===== src/spc_pkg.sv =====
// Purpose: shared constants and types for the standby power controller
// Assumes: 250 MHz clock from the always-on domain
// Notes: times are kept in their own units, cycle counts derive from them
package spc_pkg;
  localparam int unsigned CLK_MHZ = 250;
  localparam int unsigned TOGGLE_MIN_MS = 50;
  localparam int unsigned READY_DELAY_MS = 300;
  localparam int unsigned AUTO_WAKE_S = 120;
  localparam int unsigned MS_CYCLES = CLK_MHZ * 1000;
  localparam int unsigned TOGGLE_MIN_CYC = TOGGLE_MIN_MS * MS_CYCLES;
  localparam int unsigned READY_DELAY_CYC = READY_DELAY_MS * MS_CYCLES;
  localparam longint unsigned AUTO_WAKE_CYC =
    64'(AUTO_WAKE_S) * 64'(MS_CYCLES) * 64'd1000;
  localparam int CNT_W = 36;

  typedef enum logic [2:0] {
    SPC_OFF = 3'b000,
    SPC_BOOT = 3'b001,
    SPC_ACTIVE = 3'b011,
    SPC_WIND = 3'b010,
    SPC_UNMOUNT = 3'b110,
    SPC_STANDBY = 3'b111,
    SPC_PAUSE = 3'b101
  } spc_state_t;

  // handshake with the software that stops tasks and unmounts the card
  typedef struct packed {
    logic tasks_done;
    logic card_unmounted;
  } spc_sw_ack_t;

  typedef struct packed {
    logic stop_tasks;
    logic unmount_card;
    logic reboot;
  } spc_sw_req_t;
endpackage : spc_pkg


===== src/spc_top.sv =====
// Purpose: standby and power-state sequencer on the always-on supply
// Assumes: sw_ack from logic on clk, power toggle pin asynchronous
// Notes: long counts are parameters so simulation can shorten them
//
// Overview of operation
// - a 50 ms low on the toggle input toggles the state; shorter doesn't.
// - a software power-mode standby command also requests standby.
// - tasks stop and the card unmounts before the supply request drops.
// - the operating indicator is high when running, low in standby or reset.
// - the indicator rises about 300 ms after power-up, reset or wake.
// - in standby a 50 ms low wakes, raises the request and reboots.
// - the toggle input has a pull-up and is debounced internally.
// - without a switch, standby only pauses and auto-wakes after 2 minutes.
// - there are seven states: off, boot, active, wind-down and unmount in order, then standby or pause, which are alternatives.
`timescale 1ns/1ps
module spc_top
  import spc_pkg::*;
#(
  parameter int unsigned TOGGLE_CYC = TOGGLE_MIN_CYC,
  parameter int unsigned READY_CYC = READY_DELAY_CYC,
  parameter longint unsigned WAKE_CYC = AUTO_WAKE_CYC
) (
  input wire logic clk, // always-on clock
  input wire logic sys_rst, // async reset, active high
  input wire logic power_toggle_input, // push-button pin, low active
  input wire logic power_mode_command, // one-cycle standby command
  input wire logic switch_fitted, // external switch present
  input wire spc_pkg::spc_sw_ack_t sw_ack, // software done levels
  output logic toggle_pull_up, // pull-up enable on the button pin
  output logic supply_switch_request, // high keeps main supply on
  output logic module_ready, // operating indicator
  output spc_pkg::spc_sw_req_t sw_req // requests to software
);
  import spc_pkg::*;

  logic [2:0] sync_reg;
  logic level_reg;
  logic [CNT_W-1:0] low_cnt_reg;
  logic toggle_reg;
  logic [CNT_W-1:0] tmr_reg;
  spc_state_t state_reg;

  // three-stage synchroniser; stage 0 feeds stage 1 only
  always_ff @(posedge clk or posedge sys_rst) begin
    if (sys_rst) begin
      sync_reg <= 3'h7;
    end else begin
      sync_reg <= {sync_reg[1:0], power_toggle_input};
    end
  end

  // accepted level moves only when stages 1 and 2 agree
  always_ff @(posedge clk or posedge sys_rst) begin
    if (sys_rst) begin
      level_reg <= 1'b1;
    end else if (sync_reg[1] == sync_reg[2]) begin
      level_reg <= sync_reg[2];
    end
  end

  // count continuous low time; one pulse when it reaches the minimum
  always_ff @(posedge clk or posedge sys_rst) begin
    if (sys_rst) begin
      low_cnt_reg <= '0;
      toggle_reg <= 1'b0;
    end else begin
      toggle_reg <= 1'b0;
      if (level_reg) begin
        low_cnt_reg <= '0;
      end else if (low_cnt_reg < CNT_W'(TOGGLE_CYC)) begin
        low_cnt_reg <= low_cnt_reg + 1'b1;
        toggle_reg <= (low_cnt_reg == CNT_W'(TOGGLE_CYC - 1));
      end
    end
  end

  // state sequence; a held button fires once, the counter saturates
  always_ff @(posedge clk or posedge sys_rst) begin
    if (sys_rst) begin
      state_reg <= SPC_OFF;
      tmr_reg <= '0;
    end else begin
      unique case (state_reg)
        SPC_OFF: begin
          state_reg <= SPC_BOOT;
          tmr_reg <= '0;
        end
        SPC_BOOT: begin
          if (tmr_reg >= CNT_W'(READY_CYC - 1)) begin
            state_reg <= SPC_ACTIVE;
          end else begin
            tmr_reg <= tmr_reg + 1'b1;
          end
        end
        SPC_ACTIVE: begin
          if (toggle_reg || power_mode_command) begin
            state_reg <= SPC_WIND;
          end
        end
        SPC_WIND: begin
          if (sw_ack.tasks_done) begin
            state_reg <= SPC_UNMOUNT;
          end
        end
        SPC_UNMOUNT: begin
          tmr_reg <= '0;
          if (sw_ack.card_unmounted) begin
            // no switch: no low-power state, just a timed pause
            state_reg <= switch_fitted ? SPC_STANDBY : SPC_PAUSE;
          end
        end
        SPC_STANDBY: begin
          tmr_reg <= '0;
          if (toggle_reg) begin
            state_reg <= SPC_BOOT;
          end
        end
        SPC_PAUSE: begin
          if (toggle_reg || tmr_reg >= CNT_W'(WAKE_CYC - 1)) begin
            state_reg <= SPC_BOOT;
            tmr_reg <= '0;
          end else begin
            tmr_reg <= tmr_reg + 1'b1;
          end
        end
        default: begin
          state_reg <= SPC_OFF;
        end
      endcase
    end
  end

  // outputs registered; supply stays up until the card is safe
  always_ff @(posedge clk or posedge sys_rst) begin
    if (sys_rst) begin
      supply_switch_request <= 1'b1;
      module_ready <= 1'b0;
      sw_req <= '0;
      toggle_pull_up <= 1'b1;
    end else begin
      toggle_pull_up <= 1'b1;
      supply_switch_request <= (state_reg != SPC_STANDBY);
      module_ready <= (state_reg == SPC_ACTIVE);
      sw_req.stop_tasks <= (state_reg == SPC_WIND);
      sw_req.unmount_card <= (state_reg == SPC_UNMOUNT);
      sw_req.reboot <= (state_reg == SPC_BOOT);
    end
  end
endmodule : spc_top


===== config.mk =====
export PLATFORM = sky130hd
export DESIGN_NAME = spc_top
export DESIGN_NICKNAME = d
export VERILOG_FILES = /design/src/spc_pkg.sv /design/src/spc_top.sv
export SDC_FILE = /design/constraint.sdc
export NUM_CORES = 1
export LEC_CHECK = 0
export ABC_CLOCK_PERIOD_IN_PS = 3200
export BUFFER_PORTS_ARGS = -buffer_cell sky130_fd_sc_hd__buf_2
export CAP_MARGIN = 20
export CORE_ASPECT_RATIO = 1.75
export CORE_UTILIZATION = 62
export DETAILED_ROUTE_END_ITERATION = 12
export PLACE_DENSITY_LB_ADDON = 0.08
export SETUP_SLACK_MARGIN = 0.02
export SYNTH_ARGS = -nofsm -noshare
export SYNTH_HDL_FRONTEND = slang
export SYNTH_SLANG_ARGS = --single-unit

===== constraint.sdc =====
create_clock -name clk -period 3.2 [get_ports clk]
set_clock_uncertainty 0.05 [all_clocks]
set_input_delay 0 -clock clk [delete_from_list [all_inputs] [get_ports clk]]
set_output_delay 0 -clock clk [all_outputs]
set_load 0.02 [all_outputs]

== After elaboration in Yosys (flattened, before gate mapping) ==
Index checks and enable logic that the tools add are counted.
W data, S select, Z words.

* Bits in registers: 85
* Output and inout bits: 6
* ROM bits: 0
* Bits of input ports: 7
* Memories: 0
* Memory bits (writable): 0
* Bits in latches: 0
* Logic and storage cells: 55

* Div/mod/pow operators: 0
* $mul: 0
* Bitwise gates (word level): 0
* Reduce and logical (&&, ||, !) cells: 8
* $add $sub $neg: 2
* Eq/ne operators: 16
* Shifts and indexed selects: 0
* $lt $le $gt $ge: 3
* Multiplexer cells: 15

{| class="wikitable"
|+ Operators with widths
! kind !! number
|-
| $mux W36 || 4
|-
| $pmux W36 S3 || 1
|-
| $add A36 B1 Y36 const B || 2
|-
| $eq A36 B24 Y1 const B || 1
|-
| $ge A36 B27 Y1 const B || 1
|-
| $ge A36 B35 Y1 const B || 1
|-
| $lt A36 B24 Y1 const B || 1
|-
| $pmux W3 S7 || 1
|-
| $mux W3 || 6
|-
| $ne A2 B2 Y1 const B || 7
|-
| $eq A3 B3 Y1 const B || 3
|-
| $eq A3 B2 Y1 const B || 2
|-
| $reduce_and A6 Y1 || 1
|-
| $eq A3 B1 Y1 const B || 1
|-
| $logic_not A3 Y1 || 1
|-
| $ne A3 B3 Y1 const B || 1
|-
| $reduce_bool A3 Y1 || 1
|-
| $reduce_or A3 Y1 || 1
|-
| $logic_or A1 B1 Y1 || 2
|-
| $mux W1 || 2
|-
| $mux W2 || 1
|-
| $reduce_and A2 Y1 || 1
|-
| $reduce_bool A2 Y1 || 1
|-
| $eq A1 B1 Y1 || 1
|}

== Logic depth before layout (Yosys ltp) ==
* Depth in word-level cells: 4
* Mapped depth: 10
* Depth with buffers taken out: 7

== Worst setup path after synthesis ==
OpenSTA, ideal clock, no wires.

* Kind: register to register
* Start: register tmr_reg[27]
* End: register tmr_reg[22]
* Required time: 3.072 ns
* Arrival: 2.017 ns
* Clock period less this slack: 2.145 ns
* Stages on the path, launching flop included: 9
* Setup time: 0.078 ns
* Path buffers: 2
* Path slack: 1.055 ns
* Path through: dfrtp_1 -> nor4_1 -> o2111ai_1 -> a21o_1 -> buf_6 -> o21a_4 -> buf_6 -> or4_1 -> a21oi_1

* Cells in the longest elaborated chain, start to end: 4
* Elaborated cells on any way between the ends: 7
* Those cells by class: order compare (2); eq/ne (1); mux (2); reduce/logical (2)

{| class="wikitable"
|+ RTL lines
! what !! line !! source
|-
| start, declared || spc_top.sv:40 || <nowiki>logic [CNT_W-1:0] tmr_reg;</nowiki>
|-
| start signal, assigned || spc_top.sv:92 || <nowiki>tmr_reg <= tmr_reg + 1'b1;</nowiki>
|-
| start signal, assigned || spc_top.sv:123 || <nowiki>tmr_reg <= tmr_reg + 1'b1;</nowiki>
|-
| $ge A36 B35 Y1 || spc_top.sv:119 || <nowiki>if (toggle_reg || tmr_reg >= CNT_W'(WAKE_CYC - 1)) begin</nowiki>
|-
| $logic_or A1 B1 Y1 || spc_top.sv:119 ||
|-
| $mux W36 || spc_top.sv:119 ||
|-
| $pmux W36 S3 || spc_top.sv:83 || <nowiki>unique case (state_reg)</nowiki>
|}

Several ways; a longest one is shown, not always the timed one.
A chain may end at the register's enable or synchronous reset.

== Worst setup path in the final report ==
* Start: register state_reg[2]
* End: register tmr_reg[15]

* Cells in the longest elaborated chain, start to end: 4
* Elaborated cells on any way between the ends: 10
* Those cells by class: eq/ne (5); mux (1); reduce/logical (4)

{| class="wikitable"
|+ RTL lines
! what !! line !! source
|-
| start, declared || spc_top.sv:41 || <nowiki>spc_state_t state_reg;</nowiki>
|-
| start signal, assigned || spc_top.sv:109 || <nowiki>state_reg <= switch_fitted ? SPC_STANDBY : SPC_PAUSE;</nowiki>
|-
| $eq A3 B3 Y1 or $logic_not A3 Y1 (tied branches) || spc_top.sv:83 ||
|-
| $reduce_or A3 Y1 (no source line) || n/a ||
|-
| $reduce_bool A3 Y1 (no source line) || n/a ||
|-
| $reduce_and A2 Y1 (no source line) || n/a ||
|}

Several ways; a longest one is shown, not always the timed one.

==> flow_metrics.tcl <==
set metrics [dict create \
    synthFlopType "dfrtp_1" \
    grt_max_degree 47 \
    ys_ff_latch 85 \
    p_total_mw 2.87 \
    endpoint_kind "flop" \
    async_flop_share_pct 100 \
    fin_crit_sh_pct 86.9 \
    cts_root_buffer "clkbuf_16" \
    cts.hold.buffers_added 3 \
    relSlewSlack_pct 47.2 \
    syn_nets 494 \
    vias 3886 \
    die_w_um 66.7 \
    synthCells 485 \
    start_kind "flop" \
    slowest_stage "or4_1" \
    postRouteAntennaNets 0 \
    ctsLongestPathBuffers 2 \
    hold_class "primary input to flop" \
    ir_drop_mv 0.376 \
    synth_edf_count 0 \
    rsz0062_at_grt "no" \
    worstPathBufferInverterCount 0 \
    status "complete, no violations" \
    nNetsFinal 493 \
    rows 41 \
    htreeDepth 3 \
    clk-insertion-delay-late_ns 0.34 \
    yosysTopAreaCellShare_pct 44.1 \
    cts_tree "built" \
    yosysTopAreaCell "dfrtp_1" \
    min_period_ns 2.78 \
    finalHoldViolations 0 \
    die_h_um 115 \
    max-cap-violations 0 \
    setup_viol 0 \
    initial_utilization_pct 63.7 \
    cts_buffers 9 \
    hold_ws_ns 0.149 \
    num_antenna_cells 0 \
    wire_per_inst_um 18.4 \
    crit_type "flop to flop" \
    p_per_area_mw_per_mm2 580 \
    clock.fmax_ghz 0.360 \
    ys_types 59 \
    vias_per_cell 6.76 \
    r2r_slack_ns 0.42 \
    grt.total_usage_pct 30.1 \
    pin_count 13 \
    clock-sinks 85 \
    syn_area_mm2 0.00454 \
    syn_to_final_growth_pct 8.73 \
    numPortBuffers 11 \
    antenna_found_initial 0 \
    fillCellCount 555 \
    critical_path_required_ns 3.42 \
    final_area_mm2 0.00494 \
    worst_pin_slew_ns 0.786 \
    critPathArrivalTime_ns 2.99 \
    cts_setup_buffers 0 \
    grt-ovfl-total 0 \
    drive_gt1_share_pct 9.82 \
    cts_resized 0 \
    finalWorstSetupSlack_ns 0.420 \
    grt_pass1_vias 3751 \
    dp_slack_ns 0.524 \
    fin_tns_setup_ns 0 \
    synthTopCellsByArea "dfrtp_1 44%, a21oi_1 5.2%, or4_1 4.6%" \
    critPathMaxStageDelay_ns 0.52 \
    yosysWarnings 0 \
    placed_area_mm2 0.00463 \
    slew_violations 0 \
    crit_family "compound AO/OA/AOI/OAI gates" \
    drt_first_pass_iters 5 \
    synth.avg_cell_area_um2 9.37 \
    drt_wl_total_um 10600 \
    path_clk_slew_ns 0.06 \
    die_area_mm2 0.00769 \
    first_iter_violations 300 \
    dp_hpwl_um 7050 \
    drcViolationCount 0 \
    crit_chain "nor4b_1 > o2111ai_1 > a21o_1 > o21a_4 > or4_1 > a21oi_1" \
    power_leakage_nw 1.94 \
    ys_seq_area_share_pct 47.0 \
    cp_max_fo 32 \
    grt_first_pass_wirelength_um 17400 \
    coreArea_mm2 0.00713 \
    gp_congestion 0.878 \
]
[path summary, 6_finish.rpt]
path | endpoint | cells past startpoint | startpoint
hold reg to reg | sync_reg[1] | 0 | sync_reg[0]
setup reg to reg | tmr_reg[15] | 6 | state_reg[2]
min in group asynchronous | low_cnt_reg[30] | 3 | sys_rst
max in group asynchronous | sync_reg[2] | 4 | sys_rst
hold / removal | state_reg[1] | 5 | sw_ack[0]
setup / recovery | tmr_reg[15] | 6 | state_reg[2]
[report_power, final]
part	internal, mW	switching, mW	total [mW]
Clock	0.590	0.409	0.998
Sequential	1.15	0.0864	1.24
Combinational	0.178	0.453	0.631
[logic make-up after synthesis]
logic type,share of synthesized area (%)
other,0.0825
AOI/OAI and AO/OA,18.1
xor gates and xnor gates,2.51
and+or+nand+nor,26.0
DFF,47.0
buffers and inverters,4.85
adders and majority gates,0.771
muxes,0.716
[per-layer routing]
layer / GRT usage (%) / up-vias / share of wire [%]
met5: 0 / - / 0
met4: 15.6 / 0 / 4.3
met3: 5.75 / 32 / 3.4
met2: 52.9 / 105 / 54
met1: 33.4 / 1915 / 38
li1: - / 1834 / -
[Yosys cell counts, types with 14 or more instances]
master	n
nor2b_1	14
o21ai_0	15
a21oi_1	47
clkbuf_1	23
o31ai_1	26
nand4_1	16
and3_1	14
or4_1	28
nand2_1	31
dfrtp_1	80
nor2_1	25
inv_1	15
nand3_1	21
[cells in the final DEF (no fill, tap or decap), types with 3 or more instances in the layout]
cell / instances
a211oi_1: 6
or3_1: 13
nand3_1: 21
nor2b_1: 14
buf_4: 8
and3_1: 14
nand4b_1: 3
and4_1: 6
o31ai_1: 26
a21oi_1: 46
inv_1: 14
o21ai_0: 15
nor4_1: 8
nand2_1: 31
dfrtp_1: 80
nor3b_1: 4
nor3_1: 10
dlygate4sd3_1: 3
clkbuf_8: 3
or4_1: 28
clkbuf_16: 9
dfstp_2: 5
buf_2: 11
nor2_1: 25
nand4_1: 16
clkbuf_1: 3
xnor2_1: 13
a2111oi_0: 8
[worst register-to-register path: cells and delay by family, from the launching register on]
kind / cells / cell delay, ns
and+or+nand+nor: 2 / 1.01
AOI/OAI and AO/OA: 4 / 1.15
DFF: 1 / 0.50
[final cells by class]
cell class	instances	area [um^2]	area share, %
tap	86	108	2.18
multi-input combinational	350	2190	44.4
clock buffer	15	278	5.62
timing repair buffer	23	165	3.34
inverter	15	57.6	1.17
clock inverter	1	5.00	0.101
sequential	85	2130	43.2
[stage by stage]
stage          utilization, %  cells
2_1_floorplan               -    485
3_3_place_gp             64.9    556
3_5_place_dp             64.9    556
4_1_cts                  69.3    575
5_1_grt                  69.3    575
6_report                 69.3    575
No activity file was read; power rests on OpenSTA's default activity.
